===== src/hw/dftl_pkg.sv =====
package dftl_pkg;

  // register indices; byte address is four times the index
  localparam logic [7:0] REG_CYCLE_CODE = 8'h0C;
  localparam logic [7:0] REG_TARGET1 = 8'h5A;
  localparam logic [7:0] REG_TARGET2 = 8'h5B;
  localparam logic [7:0] REG_TGT_HYST = 8'h64;
  localparam logic [7:0] REG_THRESH1 = 8'h70;
  localparam logic [7:0] REG_THRESH2 = 8'h71;
  localparam logic [7:0] REG_LOW1 = 8'h72;
  localparam logic [7:0] REG_LOW2 = 8'h73;
  localparam logic [7:0] REG_HIGH1 = 8'h74;
  localparam logic [7:0] REG_HIGH2 = 8'h75;
  localparam logic [7:0] REG_CRIT1 = 8'h76;
  localparam logic [7:0] REG_CRIT2 = 8'h77;
  localparam logic [7:0] REG_RANGE = 8'h78;
  localparam logic [7:0] REG_MINDUTY1 = 8'h79;
  localparam logic [7:0] REG_MINDUTY2 = 8'h7A;
  localparam logic [7:0] REG_CTRL = 8'h7B;
  localparam logic [7:0] REG_STATUS = 8'h7C;
  localparam logic [7:0] REG_TEMP1 = 8'h7D;
  localparam logic [7:0] REG_TEMP2 = 8'h7E;

  // field positions
  localparam int CODE1_LSB = 0;
  localparam int CODE2_LSB = 3;
  localparam int HYST_LSB = 4;
  localparam int ST_LOW1 = 0;
  localparam int ST_HIGH1 = 1;
  localparam int ST_LOW2 = 2;
  localparam int ST_HIGH2 = 3;

  // reset values
  localparam logic [7:0] RST_TARGET = 8'hA4;
  localparam logic [7:0] RST_TGT_HYST = 8'h40;
  localparam logic [7:0] RST_CYCLE_CODE = 8'h00;
  localparam logic [7:0] RST_THRESH = 8'h9A;
  localparam logic [7:0] RST_LOW = 8'h40;
  localparam logic [7:0] RST_HIGH = 8'hBF;
  localparam logic [7:0] RST_CRIT = 8'hA4;
  localparam logic [7:0] RST_RANGE = 8'h00;
  localparam logic [7:0] RST_MINDUTY = 8'h40;
  localparam logic [7:0] RST_CTRL = 8'h00;

  localparam logic [7:0] DUTY_FULL = 8'hFF;
  localparam logic [2:0] SHORT_BASE_LOG2 = 3'h3;

  // monitoring cycle timing
  localparam longint CLK_PERIOD_NS = 100;
  localparam longint MON_CYCLE_NS = 125000000;
  localparam int MON_CYCLE_CLKS = int'(MON_CYCLE_NS / CLK_PERIOD_NS);

endpackage : dftl_pkg


===== src/hw/dftl_zone_if.sv =====
`timescale 1ns/10ps
`default_nettype none
interface dftl_zone_if;
  logic tick;
  logic enable;
  logic [7:0] temp;
  logic [7:0] target;
  logic [3:0] hyst;
  logic [7:0] low_lim;
  logic [7:0] high_lim;
  logic [2:0] cycle_code;
  logic sw_wr;
  logic [7:0] sw_data;
  logic [7:0] thresh;

  modport ctrl (
    output tick, enable, temp, target, hyst, low_lim, high_lim, cycle_code, sw_wr, sw_data,
    input thresh
  );
  modport zone (
    input tick, enable, temp, target, hyst, low_lim, high_lim, cycle_code, sw_wr, sw_data,
    output thresh
  );
endinterface : dftl_zone_if
`default_nettype wire


===== src/hw/dftl_mon_tick.sv =====
`timescale 1ns/10ps
`default_nettype none
module dftl_mon_tick #(
  parameter int CYCLES = dftl_pkg::MON_CYCLE_CLKS
) (
  input wire logic ref_clk_i,
  input wire logic nrst_i,
  output logic tick_o
);
  logic [31:0] cnt_r;
  wire cnt_last = (cnt_r == 32'(CYCLES - 1));

  always_ff @(posedge ref_clk_i or negedge nrst_i)
  begin
    if (!nrst_i)
    begin
      cnt_r <= 32'h0;
      tick_o <= 1'b0;
    end
    else
    begin
      cnt_r <= cnt_last ? 32'h0 : cnt_r + 32'h1;
      tick_o <= cnt_last;
    end
  end
endmodule : dftl_mon_tick
`default_nettype wire


===== src/hw/dftl_zone_loop.sv =====
`timescale 1ns/10ps
`default_nettype none
module dftl_zone_loop (
  input wire logic ref_clk_i,
  input wire logic nrst_i,
  dftl_zone_if.zone zif
);
  logic [10:0] cnt_r;
  logic [7:0] prev_r;
  logic [7:0] thresh_r;
  logic [7:0] thresh_nxt;

  wire [10:0] cnt_nxt = cnt_r + 11'h1;
  // shift amount kept four bits wide so codes above four do not wrap back to short periods
  wire [3:0] short_log2 = {1'b0, zif.cycle_code} + {1'b0, dftl_pkg::SHORT_BASE_LOG2};
  wire [10:0] short_len = 11'h1 << short_log2;
  wire short_hit = ((cnt_nxt & (short_len - 11'h1)) == 11'h0);
  wire long_hit = ((cnt_nxt & ((short_len << 1) - 11'h1)) == 11'h0);
  // operating point minus hysteresis, held at zero rather than wrapping
  wire [7:0] tgt_lo = (zif.target > 8'(zif.hyst)) ? zif.target - 8'(zif.hyst) : 8'h00;
  wire rising = zif.temp > prev_r;
  wire [9:0] short_dec = (short_hit && zif.temp > tgt_lo && rising) ? {1'b0, zif.temp - prev_r, 1'b0} : 10'h0;
  wire [9:0] long_dec = (long_hit && zif.temp > zif.target) ? 10'h1 : 10'h0;
  wire [9:0] dec = short_dec + long_dec;
  wire inc = long_hit && zif.temp < zif.low_lim && thresh_r < zif.high_lim
             && thresh_r < zif.target && zif.temp > thresh_r;

  always_comb
  begin
    thresh_nxt = thresh_r;
    if (zif.sw_wr)
      thresh_nxt = zif.sw_data;
    else if (zif.tick && zif.enable)
    begin
      if (dec != 10'h0)
        thresh_nxt = (dec >= {2'b00, thresh_r}) ? 8'h00 : 8'({2'b00, thresh_r} - dec);
      else if (inc)
        thresh_nxt = thresh_r + 8'h1;
    end
  end

  always_ff @(posedge ref_clk_i or negedge nrst_i)
  begin
    if (!nrst_i)
    begin
      cnt_r <= 11'h0;
      prev_r <= 8'h00;
      thresh_r <= dftl_pkg::RST_THRESH;
    end
    else
    begin
      thresh_r <= thresh_nxt;
      if (zif.tick)
      begin
        prev_r <= zif.temp;
        cnt_r <= zif.enable ? cnt_nxt : 11'h0;
      end
    end
  end

  assign zif.thresh = thresh_r;
endmodule : dftl_zone_loop
`default_nettype wire


===== src/hw/dftl_top.sv =====
// How it works
// - flag zone temperature below low limit
// - flag zone temperature above high limit
// - fan on once temperature reaches threshold
// - steer zone to target via threshold only
// - full duty above critical limit
// - range setting gives duty slope above threshold
// - raise threshold when zone runs too cool
// - lower threshold when target is exceeded
// - separate target and loop per remote zone
// - targets are 8-bit, one degree steps
// - zone 1 target at 0x5A, reset 0xA4
// - zone 2 target at 0x5B, reset 0xA4
// - target hysteresis bits 7:4 at 0x64
// - reduce threshold above target minus hysteresis
// - short every n, long every 2n cycles
// - zone 1 cycle code bits 2:0 at 0x0C
// - short cycle lowers two per degree rise
// - long cycle lowers one above target
`timescale 1ns/10ps
`default_nettype none
module dftl_top #(
  parameter int MON_CYCLES = dftl_pkg::MON_CYCLE_CLKS,
  parameter int ADDR_W = 12
) (
  input wire logic ref_clk_i,
  input wire logic nrst_i,
  input wire logic psel_i,
  input wire logic penable_i,
  input wire logic pwrite_i,
  input wire logic [ADDR_W-1:0] paddr_i,
  input wire logic [31:0] pwdata_i,
  output logic [31:0] prdata_o,
  output logic pready_o,
  output logic pslverr_o,
  input wire logic [7:0] remote1_temp_i,
  input wire logic [7:0] remote2_temp_i,
  output logic [1:0] fan_on_o,
  output logic [7:0] pwm_duty1_o,
  output logic [7:0] pwm_duty2_o,
  output logic [3:0] limit_flags_o
);

  ////////////////////////////////////////////////////////////////////////////
  // duty cycle law shared by both zones

  function automatic logic [7:0] duty_calc(
    input logic [7:0] temp,
    input logic [7:0] thresh,
    input logic [7:0] crit,
    input logic [2:0] range_sh,
    input logic [7:0] min_duty
  );
    logic [15:0] ramp;
    ramp = 16'h0;
    if (temp > crit)
      return dftl_pkg::DUTY_FULL;
    if (temp < thresh)
      return 8'h00;
    ramp = 16'(min_duty) + (16'(temp - thresh) << range_sh);
    return (ramp > 16'(dftl_pkg::DUTY_FULL)) ? dftl_pkg::DUTY_FULL : ramp[7:0];
  endfunction : duty_calc

  ////////////////////////////////////////////////////////////////////////////
  // apb decode

  wire [7:0] idx = paddr_i[9:2];
  wire setup = psel_i && !penable_i;
  wire wr_go = psel_i && penable_i && pready_o && pwrite_i;
  wire [7:0] wb = pwdata_i[7:0];
  wire hit_code = (idx == dftl_pkg::REG_CYCLE_CODE);
  wire hit_tgt1 = (idx == dftl_pkg::REG_TARGET1);
  wire hit_tgt2 = (idx == dftl_pkg::REG_TARGET2);
  wire hit_hyst = (idx == dftl_pkg::REG_TGT_HYST);
  wire hit_th1 = (idx == dftl_pkg::REG_THRESH1);
  wire hit_th2 = (idx == dftl_pkg::REG_THRESH2);
  wire hit_low1 = (idx == dftl_pkg::REG_LOW1);
  wire hit_low2 = (idx == dftl_pkg::REG_LOW2);
  wire hit_high1 = (idx == dftl_pkg::REG_HIGH1);
  wire hit_high2 = (idx == dftl_pkg::REG_HIGH2);
  wire hit_crit1 = (idx == dftl_pkg::REG_CRIT1);
  wire hit_crit2 = (idx == dftl_pkg::REG_CRIT2);
  wire hit_range = (idx == dftl_pkg::REG_RANGE);
  wire hit_md1 = (idx == dftl_pkg::REG_MINDUTY1);
  wire hit_md2 = (idx == dftl_pkg::REG_MINDUTY2);
  wire hit_ctrl = (idx == dftl_pkg::REG_CTRL);
  wire hit_stat = (idx == dftl_pkg::REG_STATUS);
  wire hit_t1 = (idx == dftl_pkg::REG_TEMP1);
  wire hit_t2 = (idx == dftl_pkg::REG_TEMP2);
  // upper address bits outside the map also count as unmapped
  wire upper_zero = (paddr_i[ADDR_W-1:10] == '0);
  wire mapped = upper_zero && (hit_code || hit_tgt1 || hit_tgt2 || hit_hyst || hit_th1 || hit_th2
                || hit_low1 || hit_low2 || hit_high1 || hit_high2 || hit_crit1 || hit_crit2
                || hit_range || hit_md1 || hit_md2 || hit_ctrl || hit_stat || hit_t1 || hit_t2);

  ////////////////////////////////////////////////////////////////////////////
  // registers

  logic [7:0] tgt1_r;
  logic [7:0] tgt2_r;
  logic [3:0] hyst_r;
  logic [5:0] code_r;
  logic [7:0] low1_r;
  logic [7:0] low2_r;
  logic [7:0] high1_r;
  logic [7:0] high2_r;
  logic [7:0] crit1_r;
  logic [7:0] crit2_r;
  logic [5:0] range_r;
  logic [7:0] md1_r;
  logic [7:0] md2_r;
  logic [1:0] ctrl_r;
  logic [3:0] stat_r;
  logic [3:0] stat_nxt;
  logic tick;

  always_ff @(posedge ref_clk_i or negedge nrst_i)
  begin
    if (!nrst_i)
    begin
      tgt1_r <= dftl_pkg::RST_TARGET;
      tgt2_r <= dftl_pkg::RST_TARGET;
      hyst_r <= dftl_pkg::RST_TGT_HYST[7:4];
      code_r <= dftl_pkg::RST_CYCLE_CODE[5:0];
      low1_r <= dftl_pkg::RST_LOW;
      low2_r <= dftl_pkg::RST_LOW;
      high1_r <= dftl_pkg::RST_HIGH;
      high2_r <= dftl_pkg::RST_HIGH;
      crit1_r <= dftl_pkg::RST_CRIT;
      crit2_r <= dftl_pkg::RST_CRIT;
      range_r <= dftl_pkg::RST_RANGE[5:0];
      md1_r <= dftl_pkg::RST_MINDUTY;
      md2_r <= dftl_pkg::RST_MINDUTY;
      ctrl_r <= dftl_pkg::RST_CTRL[1:0];
    end
    else if (wr_go)
    begin
      if (hit_tgt1) tgt1_r <= wb;
      if (hit_tgt2) tgt2_r <= wb;
      if (hit_hyst) hyst_r <= wb[dftl_pkg::HYST_LSB +: 4];
      if (hit_code) code_r <= wb[5:0];
      if (hit_low1) low1_r <= wb;
      if (hit_low2) low2_r <= wb;
      if (hit_high1) high1_r <= wb;
      if (hit_high2) high2_r <= wb;
      if (hit_crit1) crit1_r <= wb;
      if (hit_crit2) crit2_r <= wb;
      if (hit_range) range_r <= wb[5:0];
      if (hit_md1) md1_r <= wb;
      if (hit_md2) md2_r <= wb;
      if (hit_ctrl) ctrl_r <= wb[1:0];
    end
  end

  ////////////////////////////////////////////////////////////////////////////
  // limit flags: set on a monitoring tick, cleared by writing one; set wins

  wire [3:0] stat_set = tick ? {remote2_temp_i > high2_r, remote2_temp_i < low2_r,
                                remote1_temp_i > high1_r, remote1_temp_i < low1_r} : 4'h0;
  wire [3:0] stat_clr = (wr_go && hit_stat) ? pwdata_i[3:0] : 4'h0;

  always_comb
  begin
    stat_nxt = (stat_r & ~stat_clr) | stat_set;
  end

  always_ff @(posedge ref_clk_i or negedge nrst_i)
  begin
    if (!nrst_i)
      stat_r <= 4'h0;
    else
      stat_r <= stat_nxt;
  end

  ////////////////////////////////////////////////////////////////////////////
  // monitoring cycle and the two adaptive zones

  dftl_mon_tick #(
    .CYCLES(MON_CYCLES)
  ) u_tick (
    .ref_clk_i(ref_clk_i),
    .nrst_i(nrst_i),
    .tick_o(tick)
  );

  dftl_zone_if z1 ();
  dftl_zone_if z2 ();

  assign z1.tick = tick;
  assign z1.enable = ctrl_r[0];
  assign z1.temp = remote1_temp_i;
  assign z1.target = tgt1_r;
  assign z1.hyst = hyst_r;
  assign z1.low_lim = low1_r;
  assign z1.high_lim = high1_r;
  assign z1.cycle_code = code_r[dftl_pkg::CODE1_LSB +: 3];
  assign z1.sw_wr = wr_go && hit_th1;
  assign z1.sw_data = wb;

  assign z2.tick = tick;
  assign z2.enable = ctrl_r[1];
  assign z2.temp = remote2_temp_i;
  assign z2.target = tgt2_r;
  assign z2.hyst = hyst_r;
  assign z2.low_lim = low2_r;
  assign z2.high_lim = high2_r;
  assign z2.cycle_code = code_r[dftl_pkg::CODE2_LSB +: 3];
  assign z2.sw_wr = wr_go && hit_th2;
  assign z2.sw_data = wb;

  // one loop instance per zone keeps the two zones independent
  dftl_zone_loop u_zone1 (
    .ref_clk_i(ref_clk_i),
    .nrst_i(nrst_i),
    .zif(z1)
  );

  dftl_zone_loop u_zone2 (
    .ref_clk_i(ref_clk_i),
    .nrst_i(nrst_i),
    .zif(z2)
  );

  ////////////////////////////////////////////////////////////////////////////
  // fan drive

  wire [7:0] duty1 = duty_calc(remote1_temp_i, z1.thresh, crit1_r, range_r[2:0], md1_r);
  wire [7:0] duty2 = duty_calc(remote2_temp_i, z2.thresh, crit2_r, range_r[5:3], md2_r);
  wire [1:0] fan_on = {remote2_temp_i >= z2.thresh || remote2_temp_i > crit2_r,
                       remote1_temp_i >= z1.thresh || remote1_temp_i > crit1_r};

  always_ff @(posedge ref_clk_i or negedge nrst_i)
  begin
    if (!nrst_i)
    begin
      fan_on_o <= 2'b00;
      pwm_duty1_o <= 8'h00;
      pwm_duty2_o <= 8'h00;
      limit_flags_o <= 4'h0;
    end
    else
    begin
      fan_on_o <= fan_on;
      pwm_duty1_o <= duty1;
      pwm_duty2_o <= duty2;
      limit_flags_o <= stat_nxt;
    end
  end

  ////////////////////////////////////////////////////////////////////////////
  // read mux, answered one cycle after setup

  logic [7:0] rd_val;

  always_comb
  begin
    rd_val = 8'h00;
    if (hit_code) rd_val = {2'b00, code_r};
    if (hit_tgt1) rd_val = tgt1_r;
    if (hit_tgt2) rd_val = tgt2_r;
    if (hit_hyst) rd_val = {hyst_r, 4'h0};
    if (hit_th1) rd_val = z1.thresh;
    if (hit_th2) rd_val = z2.thresh;
    if (hit_low1) rd_val = low1_r;
    if (hit_low2) rd_val = low2_r;
    if (hit_high1) rd_val = high1_r;
    if (hit_high2) rd_val = high2_r;
    if (hit_crit1) rd_val = crit1_r;
    if (hit_crit2) rd_val = crit2_r;
    if (hit_range) rd_val = {2'b00, range_r};
    if (hit_md1) rd_val = md1_r;
    if (hit_md2) rd_val = md2_r;
    if (hit_ctrl) rd_val = {6'h00, ctrl_r};
    if (hit_stat) rd_val = {4'h0, stat_r};
    if (hit_t1) rd_val = remote1_temp_i;
    if (hit_t2) rd_val = remote2_temp_i;
  end

  always_ff @(posedge ref_clk_i or negedge nrst_i)
  begin
    if (!nrst_i)
    begin
      pready_o <= 1'b0;
      pslverr_o <= 1'b0;
      prdata_o <= 32'h0000_0000;
    end
    else
    begin
      pready_o <= setup;
      pslverr_o <= setup && !mapped;
      if (setup)
        prdata_o <= (mapped && !pwrite_i) ? {24'h00_0000, rd_val} : 32'h0000_0000;
    end
  end

endmodule : dftl_top
`default_nettype wire


===== config.mk =====
export PLATFORM = sky130hd
export DESIGN_NAME = dftl_top
export DESIGN_NICKNAME = d
export VERILOG_FILES = /design/src/hw/dftl_pkg.sv /design/src/hw/dftl_zone_if.sv /design/src/hw/dftl_mon_tick.sv /design/src/hw/dftl_zone_loop.sv /design/src/hw/dftl_top.sv
export SDC_FILE = /design/constraint.sdc
export NUM_CORES = 1
export LEC_CHECK = 0
export ABC_CLOCK_PERIOD_IN_PS = 5850
export BUFFER_PORTS_ARGS = -buffer_cell sky130_fd_sc_hd__buf_2
export CAP_MARGIN = 30
export CORE_ASPECT_RATIO = 0.6
export CORE_MARGIN = 2
export CORE_UTILIZATION = 58
export DETAILED_ROUTE_END_ITERATION = 10
export PLACE_DENSITY_LB_ADDON = 0.05
export SLEW_MARGIN = 10
export SYNTH_ARGS = -nofsm -noshare
export SYNTH_HDL_FRONTEND = slang
export SYNTH_SLANG_ARGS = --single-unit

===== constraint.sdc =====
create_clock -name ref_clk_i -period 5.85 [get_ports ref_clk_i]
set_input_delay 0.585 -clock ref_clk_i [delete_from_list [all_inputs] [get_ports ref_clk_i]]
set_output_delay 0.585 -clock ref_clk_i [all_outputs]
set_load 0.005 [all_outputs]

==> flow_summary.yaml, run 1 <==
logic_synthesis:
  netlist_instances: 2272
  synth_cell_types: 105
  synth-simple-area-share: 0.182
  synthAdderAreaFrac: 0.141
  async_reset_ff_frac: 1.00
  syn_area_per_cell_sq_um: 8.47
  syn_area_sq_um: 19200
  synth-edff-count: 0
  ys_seq_area_frac: 0.285
  synth_top_family_by_area: "compound AO/OA/AOI/OAI gates"
  synth.area.mux_share: 0.0477
  ys.flop_type: "dfrtp_1"
  ys_ff_latch: 217
  synth_xor_area_frac: 0.0477
  yosysWarnings: 0
  synth_compound_area_frac: 0.234
sta:
  relSlewSlack: 0.348
  hold_viol: 1
  drv_slew: 0
  hold_ws_ns: -0.00288
  layout_min_cycle_time_ns: 5.49
  setup_viol: 0
  setup_slack_ns: 0.360
  finalCritPeriodShare: 0.939
  worst_slew_pin_slew_ns: 0.975
  max_freq_ghz: 0.182
  fin_skew_ns: 0.0253
run:
  max_cap_viol_count: 0
power_and_ir_drop:
  powerDensity_nw_per_um2: 167
  ir_drop_mv: 0.204
  p_leak_nw: 9.49
global_routing:
  grt_start_max_net_pins: 82
  grt_first_pass_wirelength_um: 93900
  grt_pass1_vias: 16400
  grtUsageTotal: 0.343
  overflow: 0
  antenna_found_initial: 2
placed_design:
  preCtsSetupSlack_ns: -0.101
  place.gp.congestion: 0.957
  place_inst: 2693
  port_buffers: 70
  dpl.hpwl_um: 44700
final_layout:
  fill_cells: 2864
  final_layout_size_suffix_gt1_frac: 0.129
  largest_register_ffs: 32
  final_nets: 2575
  diodes: 0
  top_regs: "u_tick.cnt_r (32), u_zone1.cnt_r (11), u_zone2.cnt_r (11)"
  layout.cells.non_filler: 2741
  syn2layout_area_growth_pct: 7.47
  regMostFlops: "u_tick.cnt_r"
worst_setup_path:
  cp_common_cell: "o21ai_0"
  worst_ep_required_time_ns: 6.33
  crit_slowest_cell: "dfrtp_2"
  r2r_end: "u_zone1.zif.thresh[7]$_DFFE_PN1P_"
  arrival_ns: 5.97
  timing.rr.start: "hyst_r[1]$_DFFE_PN0P_"
  cp-end-kind: "flop"
  cp-start-kind: "flop"
  crit_path_max_incr_delay_ns: 0.43
  ff2ff_setup_slack_ns: 0.36
  crit_path_end: "u_zone1.zif.thresh[7]$_DFFE_PN1P_"
  cp_max_fo: 9
  worst-setup-path-type: "reg -> reg"
  cp-startpoint: "hyst_r[1]$_DFFE_PN0P_"
  reg2reg_depth: 29
floorplan:
  io_pins: 121
  coreArea_sq_um: 32500
  die_w_um: 239
  floorplan.initialDensity: 0.591
  die_area_sq_um: 34700
  die_h_um: 145
  rows: 51
routing:
  drt-initial-drc-count: 1856
  routed_via_density: 6.47
  drc: 0
  antenna_left: 0
  vias: 17700
  drt_pass1_iterations: 6
  routed_wl_um: 60300
  avgRoutedWirePerCell_um: 22.0
hold_path:
  hold_path.class: "in -> async"
clock_tree:
  numCtsBuffers: 23
  clock_sinks: 217
  clock_latency_ns: 0.56
  htreeDepth: 1
  clk_pin_slew_ns: 0.07
  cts_tree: "yes"
  cts_buffer_depth: 3
  cts-root-buf: "clkbuf_16"
run_status:
  status: "complete, but fails checks"
  failed_checks: "negative hold slack"
[through the flow]
stage,power [mW],util,cell area [sq um],setup TNS (ns)
floorplan,1.82,-,19300,0
global placement,1.97,0.608,19800,0
detailed placement,1.98,0.608,19800,-0.365
CTS,3.45,0.631,20500,0
global route,3.57,0.635,20700,-0.00710
finish,3.45,0.635,20700,0
[cell type report]
class,instances,area (sq um),area share
Inverter,161,604,0.0292
Clock inverter,7,67.6,0.00327
Clock buffer,35,661,0.0320
Timing Repair Buffer,99,591,0.0286
Tap cell,424,531,0.0257
Sequential cell,217,5480,0.265
Multi-Input combinational cell,1798,12700,0.616
[power breakdown]
part           total (mW)  internal, mW  switching (mW)
Clock                1.48         0.825           0.657
Sequential           1.53          1.51          0.0117
Combinational       0.442         0.145           0.297
[metal layers]
layer | track usage | share of wire | routed length [um]
met5 | 0 | 0 | 0
met4 | 0.0872 | 0.025 | 1490
met3 | 0.0771 | 0.10 | 6260
met2 | 0.489 | 0.41 | 24600
met1 | 0.521 | 0.46 | 27900
[worst max-delay path: cells and delay by family, from the launching register on]
kind                     cells  cell delay (ns)
flip-flops                   1             0.43
XOR/XNOR                     2             0.25
AND/OR/NAND/NOR              9             1.28
adder cells (fa/ha/maj)      3             0.82
AO/OA/AOI/OAI               12             2.22
buffers and inverters        3             0.42
[Yosys cell counts, drive strengths merged, types with 13 or more instances]
cell type    n  area (sq um)
and2        13          81.3
ha         200          2500
xor2        36           315
nand3       57           308
o211ai      25           193
a211oi      24           208
xnor2       68           603
a22oi       24           185
or2         17           106
nor2b       28           175
mux2i       23           230
nand2      214           803
o31ai       19           143
buf         48           323
o21a        27           204
dfrtp      178          4450
nor3        45           245
a31oi       26           163
dfstp       39          1020
a21oi      124           624
and3        33           211
clkbuf      74           279
nor2       131           492
o22ai       21           131
inv        158           593
nor4        18           119
a22o        16           140
mux2        61           687
nand4       33           213
o21ai      208          1050
or3         13          81.3
nand2b      44           275
a21o        54           405
[what timing repair did]
action | 4_1_cts | 5_1_grt
pin swaps | 0 | 8
endpoints found under the setup margin | 6 | 16
gates resized for setup | 5 | 17
setup buffers | 0 | 3
hold buffers | 0 | 0
[how the worst min path moves through the flow]
| stage | from | endpoint | slack, ns | cells past startpoint |
|---|---|---|---|---|
| after CTS | nrst_i | fan_on_o[0]$_DFF_PN0_ | 0.02 | 1 |
| after global placement | u_tick.cnt_r[0]$_DFF_PN0_ | u_tick.cnt_r[0]$_DFF_PN0_ | 0.47 | 1 |
| after detailed placement | u_tick.cnt_r[19]$_DFF_PN0_ | u_tick.cnt_r[19]$_DFF_PN0_ | 0.47 | 1 |
| after floorplan | nrst_i | code_r[0]$_DFFE_PN0P_ | 0.29 | 0 |
| final | nrst_i | u_zone1.prev_r[3]$_DFFE_PN0P_ | -0.003 | 1 |
| after global routing | nrst_i | u_zone1.prev_r[3]$_DFFE_PN0P_ | 0.05 | 1 |
[cells in the final DEF (no fill, tap or decap), types with 44 or more instances in the layout]
cell      count
mux2_2       61
buf_2        69
nand2b_1     44
xnor2_1      67
inv_1       157
ha_1        200
nor2_1      130
dfrtp_1     176
nand3_1      54
nand2_1     214
a21oi_1     123
o21ai_0     200
a21o_1       54
[logic make-up (layout without fill, tap and decap cells)]
| family | after synthesis | after routing |
|---|---|---|
| multiplexers | 84 | 84 |
| AND/OR/NAND/NOR | 691 | 691 |
| buffers and inverters | 283 | 302 |
| AO/OA/AOI/OAI | 681 | 681 |
| other | 2 | 28 |
| flip-flops | 217 | 217 |
| adder cells (fa/ha/maj) | 210 | 210 |
| XOR/XNOR | 104 | 104 |
Power figures use the tool's default switching activity.
==> inputs of run 2 (changes only) <==
- CTS_BUF_LIST: not set -> sky130_fd_sc_hd__clkbuf_8
==> flow_summary.yaml, run 2 (same netlist as run 1, synthesis figures left out) <==
run_status:
  status: "complete, no violations"
floorplan:
  floorplan.initialDensity: 0.591
  io_pins: 121
  die_area_sq_um: 34700
  rows: 51
  coreArea_sq_um: 32500
  die_h_um: 145
  die_w_um: 239
sta:
  setup_viol: 0
  fin_skew_ns: 0.0439
  max_freq_ghz: 0.181
  worst_slew_pin_slew_ns: 0.942
  finalCritPeriodShare: 0.943
  drv_slew: 0
  layout_min_cycle_time_ns: 5.52
  setup_slack_ns: 0.334
  relSlewSlack: 0.369
  hold_viol: 0
final_layout:
  top_regs: "u_tick.cnt_r (32), u_zone1.cnt_r (11), u_zone2.cnt_r (11)"
  final_layout_size_suffix_gt1_frac: 0.137
  final_nets: 2589
  final_cell_area_sq_um: 20800
  largest_register_ffs: 32
  syn2layout_area_growth_pct: 8.02
  multi_input_area_sq_um: 12700
  final_cell_mix: "nand2_1, o21ai_0, ha_1"
  regMostFlops: "u_tick.cnt_r"
  register_area_sq_um: 5480
  diodes: 0
  layout_commonest_cell: "nand2_1"
  fill_cells: 2843
clock_tree:
  clock_latency_ns: 0.59
  cts_buffer_depth: 3
  clock_sinks: 217
  cts-root-buf: "clkbuf_8"
  cts_tree: "yes"
  numCtsBuffers: 37
  clk_pin_slew_ns: 0.07
  htreeDepth: 2
hold_path:
  hold_path.class: "in -> reg"
  holdPathStages: 2
routing:
  routed_wl_um: 60500
  vias: 17900
  routed_via_density: 6.48
  antenna_left: 0
  drt-initial-drc-count: 1822
  avgRoutedWirePerCell_um: 21.9
  drt_pass1_iterations: 6
  drc: 0
power_and_ir_drop:
  pwr-share-seq: 0.430
  netSwitchingPower_mw: 1.01
  power_frac_clock: 0.445
  power_frac_comb: 0.125
  finalPower_mw: 3.55
  powerDensity_nw_per_um2: 171
  p_leak_nw: 9.59
  p_sw_frac: 0.285
  internal_power_mw: 2.54
  ir_drop_mv: 0.141
global_routing:
  grt_pass1_vias: 16500
  antenna_found_initial: 0
  grt_start_max_net_pins: 82
  grtUsageTotal: 0.346
  grt_first_pass_wirelength_um: 94300
  overflow: 0
worst_setup_path:
  crit_buf_inv: 4
  arrival_ns: 6.02
  critPathTopFamily: "compound AO/OA/AOI/OAI gates"
  crit_slowest_cell: "dfstp_2"
  cp-start-kind: "flop"
  cp-end-kind: "flop"
  worst_ep_required_time_ns: 6.35
  reg2reg_depth: 27
  crit_path_max_incr_delay_ns: 0.53
  cp_num_cells: 27
  cp_max_fo: 9
  worst-setup-path-type: "reg -> reg"
placed_design:
  dpl.hpwl_um: 44700
  post_dp_cell_area_sq_um: 19800
  place.gp.congestion: 0.957
  port_buffers: 70
  preCtsSetupSlack_ns: -0.101
run:
  max_cap_viol_count: 0
## run 2: cell count changes in the layout (fill, tap and decap cells not counted), moves of 3 or more
cell,change
clkbuf_8,+41
clkbuf_16,-23
inv_1,+12
clkbuf_1,-8
bufinv_16,+3
clkinv_2,-3
clkinvlp_4,+3
## run 2: worst paths after layout
path                                            start                                 to  slack, ns
max                             hyst_r[2]$_DFFE_PN1P_  u_zone2.zif.thresh[5]$_DFFE_PN0P_       0.33
min                                 remote1_temp_i[0]      u_zone1.prev_r[0]$_DFFE_PN0P_       0.34
max reg2reg                     hyst_r[2]$_DFFE_PN1P_  u_zone2.zif.thresh[5]$_DFFE_PN0P_       0.33
min reg2reg                u_tick.cnt_r[31]$_DFF_PN0_         u_tick.cnt_r[31]$_DFF_PN0_       0.48
max in group asynchronous                      nrst_i           pwm_duty2_o[3]$_DFF_PN0_       3.93
min in group asynchronous                      nrst_i      u_zone1.prev_r[3]$_DFFE_PN0P_       0.55
## run 2: metal layers
layer / vias to the layer above / wire length (um) / part of all wire / global-route usage
li1: 8307 / - / - / -
met1: 8629 / 27900 / 0.46 / 0.525
met2: 852 / 24800 / 0.41 / 0.490
met3: 123 / 6320 / 0.10 / 0.0748
met4: 0 / 1520 / 0.025 / 0.0947
met5: - / 0 / 0 / 0
## run 2: power by group through the flow
stage | clock network, mW | logic [mW] | registers [mW]
2_1_floorplan | 0 | 0.271 | 1.55
3_3_place_gp | 0 | 0.416 | 1.55
3_5_place_dp | 0 | 0.427 | 1.55
4_1_cts | 1.60 | 0.430 | 1.53
5_1_grt | 1.67 | 0.484 | 1.53
6_report | 1.58 | 0.444 | 1.53
## run 2: repair_timing
action / in CTS / in global routing
hold endpoints to repair: 25 / 0
endpoints found under the setup margin: 7 / 16
hold buffers: 1 / 0
resized for setup: 5 / 17
buffers inserted: 0 / 2
pin swaps: 1 / 8
## run 2: final cells by class
| cell class | count | share of cell area |
|---|---|---|
| multi-input combinational | 1798 | 0.613 |
| sequential | 217 | 0.264 |
| clock buffer | 45 | 0.0298 |
| inverter | 161 | 0.0291 |
| timing repair buffer | 99 | 0.0289 |
| tap | 424 | 0.0255 |
| clock inverter | 22 | 0.0101 |
## run 2: stage by stage
step	hold WS, ns	utilization	TNS [ns]	cells
after global routing	0.327	0.638	-0.0211	2766
final	0.345	0.638	0	2766
after CTS	0.314	0.635	0	2761
after floorplan	0.289	-	0	2298
after global placement	0.471	0.608	0	2693
after detailed placement	0.474	0.608	-0.365	2693
